### src/fsp_regs.svh
// Constants for the write latch and sector protection command logic
`ifndef FSP_REGS_SVH
`define FSP_REGS_SVH
`define FSP_OP_WREN 8'h06
`define FSP_OP_WRDI 8'h04
`define FSP_OP_PROT 8'h36
`define FSP_OP_UNPROT 8'h39
`define FSP_NUM_SECT 32
`define FSP_SECT_LSB 16
`define FSP_SECT_W 5
`define FSP_PROT_RST 32'hFFFFFFFF
`define FSP_ADDR_BYTES 3'h3
`endif

### src/fsp_pkg.sv
// Types for the write latch and sector protection command logic
package fsp_pkg;
	typedef enum logic [2:0] {
		FSP_IDLE,
		FSP_ADDR,
		FSP_DONE,
		FSP_SKIP
	} fsp_state_type;
endpackage

### src/fsp_sector_protect.sv
// Serial command decoder for write latch and per-sector protection bits
// Contract
// - Complete 06h then chip-select rise on a byte boundary sets the write latch.
// - Complete 04h clears the write latch at chip-select rise.
// - Bytes after the write-disable opcode are ignored.
// - Modifying commands are refused while the write latch is clear.
// - Incomplete or misaligned write-enable/disable aborts and keeps the latch.
// - One protection bit per 64KB sector.
// - All protection bits reset to 1.
// - Bit 0 allows program and erase of the sector, 1 blocks both.
// - Protect is 36h plus three address bytes; later bytes ignored.
// - Valid protect sets the addressed sector bit and clears the latch.
// - Short or misaligned protect aborts, keeps the bit, clears the latch.
// - Protect under protection lock is ignored and clears the latch.
// - Unprotect is 39h plus three address bytes; later bytes ignored.
// - Valid unprotect clears the addressed sector bit and clears the latch.
// - Short or misaligned unprotect aborts, keeps the bit, clears the latch.
// - Unprotect under protection lock is ignored and clears the latch.
`timescale 1ns/1ps
`include "fsp_regs.svh"
module fsp_sector_protect (
	input wire logic CLK, // System clock, 250 MHz
	input wire logic RESET_N, // Asynchronous reset, active low
	input wire logic CS_N, // Serial chip select, active low
	input wire logic SCK, // Serial clock, sampled
	input wire logic SI, // Serial data in
	input wire logic PROT_LOCK, // Protection lock flag from status logic
	input wire logic [23:0] CHK_ADDR, // Address queried for program or erase
	output logic WRITE_LATCH, // Write latch flag
	output logic [`FSP_NUM_SECT-1:0] SECT_PROT, // Sector protection bits
	output logic CHK_ALLOWED // Program or erase allowed at CHK_ADDR
);
	fsp_pkg::fsp_state_type state_ff, nxt_state;
	logic sck_d_ff, cs_d_ff;
	logic [2:0] bit_cnt_ff;
	logic [7:0] shift_ff;
	logic [7:0] opcode_ff;
	logic [2:0] byte_cnt_ff;
	logic [23:0] addr_ff;
	logic wel_ff;
	logic [`FSP_NUM_SECT-1:0] prot_ff;

	function automatic logic [`FSP_SECT_W-1:0] sect_of(input logic [23:0] a);
		sect_of = a[`FSP_SECT_LSB +: `FSP_SECT_W];
	endfunction

	wire sck_rise = SCK & ~sck_d_ff & ~CS_N;
	wire [7:0] shifted = {shift_ff[6:0], SI};
	wire byte_done = sck_rise & (bit_cnt_ff == 3'h7);
	wire cs_end = CS_N & ~cs_d_ff;
	wire aligned = (bit_cnt_ff == 3'h0);
	wire is_prot = (opcode_ff == `FSP_OP_PROT);
	wire is_unprot = (opcode_ff == `FSP_OP_UNPROT);
	wire sect_cmd = is_prot | is_unprot;
	// Sector commands ending anywhere still clear the latch; only a complete one edits the bit
	wire sect_ok = sect_cmd & (state_ff == fsp_pkg::FSP_DONE) & aligned;
	wire sect_apply = cs_end & sect_ok & wel_ff & ~PROT_LOCK;
	wire [`FSP_SECT_W-1:0] tgt = sect_of(addr_ff);
	wire short_ok = cs_end & aligned & (state_ff == fsp_pkg::FSP_SKIP);
	wire do_wren = short_ok & (opcode_ff == `FSP_OP_WREN);
	wire do_wrdi = short_ok & (opcode_ff == `FSP_OP_WRDI);
	// The opcode register may be stale from an earlier frame; the state test rules that out
	wire sect_end = cs_end & sect_cmd & (state_ff != fsp_pkg::FSP_IDLE);

	always_comb begin
		nxt_state = state_ff;
		case (state_ff)
			fsp_pkg::FSP_IDLE: begin
				if (byte_done) begin
					if (shifted == `FSP_OP_PROT || shifted == `FSP_OP_UNPROT) begin
						nxt_state = fsp_pkg::FSP_ADDR;
					end else begin
						nxt_state = fsp_pkg::FSP_SKIP;
					end
				end
			end
			fsp_pkg::FSP_ADDR: begin
				if (byte_done && byte_cnt_ff == `FSP_ADDR_BYTES - 3'h1) begin
					nxt_state = fsp_pkg::FSP_DONE;
				end
			end
			fsp_pkg::FSP_DONE: nxt_state = fsp_pkg::FSP_DONE;
			fsp_pkg::FSP_SKIP: nxt_state = fsp_pkg::FSP_SKIP;
			default: nxt_state = fsp_pkg::FSP_IDLE;
		endcase
		if (CS_N) begin
			nxt_state = fsp_pkg::FSP_IDLE;
		end
	end

	always_ff @(posedge CLK or negedge RESET_N) begin
		if (!RESET_N) begin
			sck_d_ff <= 1'b0;
			cs_d_ff <= 1'b1;
			state_ff <= fsp_pkg::FSP_IDLE;
		end else begin
			sck_d_ff <= SCK;
			cs_d_ff <= CS_N;
			state_ff <= nxt_state;
		end
	end

	always_ff @(posedge CLK or negedge RESET_N) begin
		if (!RESET_N) begin
			bit_cnt_ff <= 3'h0;
			shift_ff <= 8'h00;
			byte_cnt_ff <= 3'h0;
			opcode_ff <= 8'h00;
			addr_ff <= 24'h000000;
		end else if (CS_N) begin
			// Counters kept until idle so the end check sees the alignment
			if (cs_end) begin
				bit_cnt_ff <= 3'h0;
				byte_cnt_ff <= 3'h0;
			end
		end else if (sck_rise) begin
			bit_cnt_ff <= bit_cnt_ff + 3'h1;
			shift_ff <= shifted;
			if (byte_done) begin
				if (state_ff == fsp_pkg::FSP_IDLE) begin
					opcode_ff <= shifted;
				end else if (state_ff == fsp_pkg::FSP_ADDR) begin
					addr_ff <= {addr_ff[15:0], shifted};
					byte_cnt_ff <= byte_cnt_ff + 3'h1;
				end
			end
		end
	end

	always_ff @(posedge CLK or negedge RESET_N) begin
		if (!RESET_N) begin
			wel_ff <= 1'b0;
		end else if (do_wren) begin
			wel_ff <= 1'b1;
		end else if (do_wrdi || sect_end) begin
			wel_ff <= 1'b0;
		end
	end

	genvar gi;
	generate
		for (gi = 0; gi < `FSP_NUM_SECT; gi++) begin : g_sect
			always_ff @(posedge CLK or negedge RESET_N) begin
				if (!RESET_N) begin
					prot_ff[gi] <= 1'b1;
				end else if (sect_apply && int'(tgt) == gi) begin
					prot_ff[gi] <= is_prot;
				end
			end
		end
	endgenerate

	assign WRITE_LATCH = wel_ff;
	assign SECT_PROT = prot_ff;
	assign CHK_ALLOWED = wel_ff & ~prot_ff[sect_of(CHK_ADDR)];

	property p_wren;
		@(posedge CLK) disable iff (!RESET_N) do_wren |=> WRITE_LATCH;
	endproperty
	a_wren: assert property (p_wren) else $error("latch not set");
	property p_wrdi;
		@(posedge CLK) disable iff (!RESET_N) do_wrdi |=> !WRITE_LATCH;
	endproperty
	a_wrdi: assert property (p_wrdi) else $error("latch not cleared");
	property p_abort_keep;
		@(posedge CLK) disable iff (!RESET_N)
			(cs_end && !aligned && !sect_cmd) |=> $stable(WRITE_LATCH);
	endproperty
	a_abort_keep: assert property (p_abort_keep) else $error("latch moved");
	property p_locked;
		@(posedge CLK) disable iff (!RESET_N)
			(PROT_LOCK || !wel_ff) |=> $stable(SECT_PROT);
	endproperty
	a_locked: assert property (p_locked) else $error("locked bits changed");
	property p_prot;
		@(posedge CLK) disable iff (!RESET_N)
			(sect_apply && is_prot) |=> SECT_PROT[$past(tgt)] && !WRITE_LATCH;
	endproperty
	a_prot: assert property (p_prot) else $error("protect failed");
	property p_unprot;
		@(posedge CLK) disable iff (!RESET_N)
			(sect_apply && is_unprot) |=> !SECT_PROT[$past(tgt)] && !WRITE_LATCH;
	endproperty
	a_unprot: assert property (p_unprot) else $error("unprotect failed");
	property p_short;
		@(posedge CLK) disable iff (!RESET_N)
			(sect_end && !sect_ok) |=> $stable(SECT_PROT) && !WRITE_LATCH;
	endproperty
	a_short: assert property (p_short) else $error("short sector cmd");
	property p_allow;
		@(posedge CLK) disable iff (!RESET_N)
			CHK_ALLOWED |-> !SECT_PROT[CHK_ADDR[`FSP_SECT_LSB +: `FSP_SECT_W]];
	endproperty
	a_allow: assert property (p_allow) else $error("protected allowed");
	property p_wel_frame;
		@(posedge CLK) disable iff (!RESET_N)
			!cs_end |=> $stable(WRITE_LATCH);
	endproperty
	a_wel_frame: assert property (p_wel_frame) else $error("latch mid frame");
	property p_bits_apply;
		@(posedge CLK) disable iff (!RESET_N)
			!sect_apply |=> $stable(SECT_PROT);
	endproperty
	a_bits_apply: assert property (p_bits_apply) else $error("stray bit change");
	property p_lock_clear;
		@(posedge CLK) disable iff (!RESET_N)
			(sect_end && PROT_LOCK) |=> !WRITE_LATCH && $stable(SECT_PROT);
	endproperty
	a_lock_clear: assert property (p_lock_clear) else $error("locked cmd acted");
	property p_idle;
		@(posedge CLK) disable iff (!RESET_N)
			CS_N |=> (state_ff == fsp_pkg::FSP_IDLE);
	endproperty
	a_idle: assert property (p_idle) else $error("not idle");
	property p_gate;
		@(posedge CLK) disable iff (!RESET_N)
			!WRITE_LATCH |-> !CHK_ALLOWED;
	endproperty
	a_gate: assert property (p_gate) else $error("gate open");
	c_wren: cover property (@(posedge CLK) do_wren);
	c_prot: cover property (@(posedge CLK) sect_apply && is_prot);
	c_unprot: cover property (@(posedge CLK) sect_apply && is_unprot);
	c_lock: cover property (@(posedge CLK) sect_end && PROT_LOCK);
	c_abort: cover property (@(posedge CLK) sect_end && !sect_ok);
endmodule

### config.mk
export PLATFORM = sky130hd
export DESIGN_NAME = fsp_sector_protect
export DESIGN_NICKNAME = d
export VERILOG_FILES = /design/src/fsp_pkg.sv /design/src/fsp_sector_protect.sv
export VERILOG_INCLUDE_DIRS = /design/src
export SDC_FILE = /design/constraint.sdc
export NUM_CORES = 1
export LEC_CHECK = 0
export ABC_CLOCK_PERIOD_IN_PS = 5600
export BUFFER_PORTS_ARGS = -buffer_cell sky130_fd_sc_hd__buf_2
export CORE_ASPECT_RATIO = 1.75
export CORE_UTILIZATION = 60
export DETAILED_ROUTE_END_ITERATION = 10
export HOLD_SLACK_MARGIN = 0.15
export PLACE_DENSITY = 0.95
export SKIP_CTS_REPAIR_TIMING = 1
export SYNTH_ARGS = -nofsm -noshare
export SYNTH_HDL_FRONTEND = slang
export SYNTH_SLANG_ARGS = --single-unit
export TNS_END_PERCENT = 1
### constraint.sdc
create_clock -name CLK -period 5.6 [get_ports CLK]
set_input_delay 0.28 -clock CLK [delete_from_list [all_inputs] [get_ports CLK]]
set_output_delay 0.28 -clock CLK [all_outputs]
set_load 0.005 [all_outputs]
== Word-level counts from Yosys, hierarchy flattened ==
Index checks and enable logic that the tools add are counted.
Word-level totals
  register bits: 80
  input bits: 30
  output and inout bits: 34
Cells by class
  $add $sub $neg: 2
  $lt $le $gt $ge: 1
  equality and inequality tests: 46
  multiplexer cells: 17
  bitwise logic cells: 23
  reduce and logical (&&, ||, !) cells: 49
Operators by type and width (count)
  $eq 5x5->1 const B: 16
  $eq 5x4->1 const B: 8
  $logic_and 1x1->1: 33
  $mux 3: 11
  $eq 8x6->1 const B: 4
  $eq 5x3->1 const B: 4
  $and 1x1->1: 16
  $eq 8x3->1 const B: 2
  $pmux 3 s4: 1
  $eq 5x2->1 const B: 2
  $reduce_and 5->1: 2
  $eq 3x2->1 const B: 3
  $reduce_bool 2->1: 4
  $add 3x1->3 const B: 2
  $logic_not 3->1: 2
  $lt 5x6->1 const B: 1
  $ne 3x3->1 const B: 2
  $not 1->1: 6
  $reduce_and 2->1: 3
  $bmux 1 s5: 1
  $eq 5x1->1 const B: 1
  $logic_not 5->1: 1
  $reduce_and 4->1: 1
  $eq 3x1->1 const B: 1
  other kinds (8): 11

== Longest topological paths before layout ==
  depth after elaboration: 8
  mapped depth: 8

== Least setup slack after synthesis ==
OpenSTA, ideal clock, no wires.
  kind: register -> register
  start point: register bit_cnt_ff[0]
  end point: register addr_ff[12]
  library setup time: 0.125 ns
  arrival time: 1.804 ns
  path slack: 3.671 ns
  stages on the path, launching flop included: 8
  path buffers: 2
  clock period less this slack: 1.929 ns
  path through: dfrtp_1 ha_1 ha_1 and4bb_2 nand3b_1 buf_2 buf_2 mux2_2
On the way
  longest elaborated chain between the ends: 3
RTL lines
  from (decl): RTL line fsp_sector_protect.sv:35  | logic [2:0] bit_cnt_ff;
  from (signal assigned): RTL line fsp_sector_protect.sv:117  | bit_cnt_ff <= bit_cnt_ff + 3'h1;
  $eq 3x3->1: RTL line fsp_sector_protect.sv:49  | wire byte_done = sck_rise & (bit_cnt_ff == 3'h7);
  $and 1x1->1: RTL line fsp_sector_protect.sv:49
  $reduce_and 5->1 (no line)
  to (signal assigned): RTL line fsp_sector_protect.sv:123  | addr_ff <= {addr_ff[15:0], shifted};
  to (decl): RTL line fsp_sector_protect.sv:39  | logic [23:0] addr_ff;
Every way passes these cells.
A chain may end at the register's enable or synchronous reset.

== Worst setup path in the final report ==
  start point: register bit_cnt_ff[0]
  end point: register prot_ff[8] (netlist: SECT_PROT[8])
On the way
  longest elaborated chain between the ends: 6
RTL lines
  $logic_not 3->1: RTL line fsp_sector_protect.sv:51  | wire aligned = (bit_cnt_ff == 3'h0);
  $and 1x1->1: RTL line fsp_sector_protect.sv:56  | wire sect_ok = sect_cmd & (state_ff == fsp_pkg::FSP_DONE) & aligned;
  $and 1x1->1 (3 in a row): RTL line fsp_sector_protect.sv:57  | wire sect_apply = cs_end & sect_ok & wel_ff & ~PROT_LOCK;
  $logic_and 1x1->1: RTL line fsp_sector_protect.sv:146  | end else if (sect_apply && int'(tgt) == gi) begin
  to (signal, indexed assignment): RTL line fsp_sector_protect.sv:147  | prot_ff[gi] <= is_prot;
  to (decl): RTL line fsp_sector_protect.sv:41  | logic [`FSP_NUM_SECT-1:0] prot_ff;
Every way passes these cells.

==> out/results.tsv <==
metric	value	unit
grt_use_total	0.268	
vias_per_cell	6.31	
routed-wl-met2	4.24	mm
globalRouteOverflowTotal	0	
worstMarginPinSlew	976	ps
drt_first_iter_violations	145	
diodes	0	
die_x	62.0	um
end_kind	flip-flop	
power.density	276	nW/um^2
synth_ff_type	dfrtp_1	
postSynth.asyncResetShare	1.00	
post-route-period-util	0.437	
remaining_drc_errors	0	
yosysSeqAreaShare	0.495	
cts_max_level	3	
crit_type	flip-flop to flip-flop	
gp_congestion	0.808	
setup_violations	0	
area_growth	12.4	%
dp_hpwl	5.42	mm
pwr-share-clk	0.394	
synth.cell_area	3780	um^2
top_layer_used	met4	
cts.path.max_buffers	2	
setup_ws	3150	ps
setup_tns	0	ps
ir_drop	0.186	mV
dpl_cell_area	4000	um^2
synth_area_per_cell	12.5	um^2
leakage	1.93	nW
grt_pass1_vias	2688	
critPathArrivalTime	2720	ps
hold_viol	0	
num-fill-cells	391	
cpPeakStageDelay	620	ps
antenna_found_initial	0	
fin_cells	423	
initial_core_util	0.633	
final_nets	379	
cp.required	5870	ps
dp_cells	405	
synthCells	301	
hold_path.class	input port to asynchronous set/reset pin	
maxCapViolCount	0	
crit_buf_inv	1	
cts_tree	yes	
io_pins	64	
core_area	5970	um^2
cp_max_fo	32	
combPwrFrac	0.100	
cts_buffers	9	
crit_cells	6	
status	completed	
critPathTopFamily	simple AND/OR/NAND/NOR gates	
switchingPower	0.277	mW
skew	7.54	ps
clkSlewWorstSetupHoldPaths	70	ps
clock.fmax	408	MHz
pwr-share-seq	0.507	
synth-edff-count	0	
total_power	1.17	mW
grt_max_degree	74	
drv_slew	0	
fin_util	0.711	
fp.dieH	107	um
place_ws	3250	ps
wire_per_inst	18.7	um
fin_crit	2450	ps
swShare	0.237	
final_area	4240	um^2
synth-seq-cells	73	
yosysWarnings	0	
grt_pass1_wl	12.7	mm
via_count	2669	
first_pass_iters	4	
relSlewSlack	0.349	
dr_wl_met3	335	um
rows	37	
rsz0062_at_grt	false	
clock_latency	350	ps
hold-worst-slack	126	ps
drive_gt1_frac	0.432	
cell_internal_pwr	0.893	mW
slowest_stage	nor4_1	
io_buffers	44	
path_cells	inv_1 > ha_1 > and4bb_1 > nand4b_4 > nor4_1 > mux2_1	
synth_nets	340	
clock_sinks	73	
wl_met1	3.00	mm
rr_worst_depth	6	
antenna_left	0	
wl	7.90	mm
start_kind	flip-flop	
cts-root-buf	clkbuf_8	
yosysUniqueCellTypes	46	
dieArea	6630	um^2
## worst register-to-register path: cells and delay by family, from the launching register on
family	cells	cell delay [ps]
flops	1	410
simple gates	3	1350
mux	1	380
buf+inv	1	70
fa+ha+maj	1	170
## synth_stat cells, drive strengths merged (2+ instances only)
| master | instances | area, um^2 |
|---|---|---|
| a211oi | 2 | 15.0 |
| nand4b | 2 | 32.5 |
| nor4bb | 2 | 20.0 |
| nor3b | 2 | 15.0 |
| nand2 | 11 | 41.3 |
| mux2 | 72 | 811 |
| nand2b | 8 | 50.1 |
| nand3b | 4 | 30.0 |
| nand3 | 3 | 15.0 |
| dfrtp | 40 | 1000 |
| a2111oi | 4 | 35.0 |
| and4bb | 4 | 50.1 |
| inv | 6 | 22.5 |
| ha | 9 | 113 |
| o22ai | 4 | 25.0 |
| nor4 | 35 | 263 |
| nor2b | 6 | 37.5 |
| buf | 10 | 70.1 |
| clkbuf | 10 | 38.8 |
| o21ai | 6 | 30.0 |
| dfstp | 33 | 867 |
| nor2 | 6 | 22.5 |
| nor3 | 7 | 35.0 |
## cells in the final DEF (no fill, tap or decap), drive strengths merged, types with 2 or more instances in the layout
cell type    count
mux2            72
buf             46
dfrtp           40
nor4            35
dfstp           33
clkbuf          14
nand2           11
ha               9
nand2b           8
nor3             7
inv              6
nor2b            6
nor2             6
o21ai            6
a2111oi          4
o22ai            4
nand3b           4
and4bb           4
nand3            3
a211oi           2
nor3b            2
nor4bb           2
bufinv           2
dlygate4sd3      2
nand4b           2
## routing by layer
layer	track usage	up-vias
met5	0	-
met4	0.159	0
met3	0.0784	29
met2	0.444	101
met1	0.286	1334
li1	-	1205
## cell type report
cell class                      count  area [um^2]  area share
Multi-Input combinational cell    202         1780       0.419
Sequential cell                    73         1870       0.440
Tap cell                           78         97.6      0.0230
Inverter                            6         22.5     0.00531
Clock buffer                       14          163      0.0383
Timing Repair Buffer               48          255      0.0601
Clock inverter                      2         60.1      0.0142
## cell families after synthesis
logic type | synth area share
AO/OA/AOI/OAI | 0.0454
XOR/XNOR | 0.00232
buffers and inverters | 0.0348
adder cells (fa/ha/maj) | 0.0298
flip-flops | 0.495
multiplexers | 0.217
AND/OR/NAND/NOR | 0.176
## power groups by stage
stage	Combinational [mW]	Sequential [mW]	Clock, mW
2_1_floorplan	0.0848	0.592	0
3_3_place_gp	0.111	0.600	0
3_5_place_dp	0.117	0.602	0
4_1_cts	0.117	0.593	0.467
5_1_grt	0.131	0.598	0.492
6_report	0.116	0.593	0.460
## path summary, 6_finish.rpt
check / from / end / slack [ps]
max: bit_cnt_ff[0]$_DFFE_PN0P_ / SECT_PROT[8]$_DFFE_PN1P_ / 3150
min in group CLK: SI / shift_ff[0]$_DFFE_PN0P_ / 220
max in group asynchronous: RESET_N / addr_ff[1]$_DFFE_PN0P_ / 4890
min reg2reg: addr_ff[9]$_DFFE_PN0P_ / addr_ff[9]$_DFFE_PN0P_ / 510
max reg2reg: bit_cnt_ff[0]$_DFFE_PN0P_ / SECT_PROT[8]$_DFFE_PN1P_ / 3150
min: RESET_N / byte_cnt_ff[2]$_DFFE_PN0P_ / 130
## sequential cells by signal (all words and copies together), names as in the netlist
signal,count
opcode_ff,8
state_ff,2
byte_cnt_ff,3
cs_d_ff,1
shift_ff,7
bit_cnt_ff,3
SECT_PROT,32
WRITE_LATCH,1
addr_ff,15
sck_d_ff,1
Note: power is estimated with default switching activity, not from simulation.
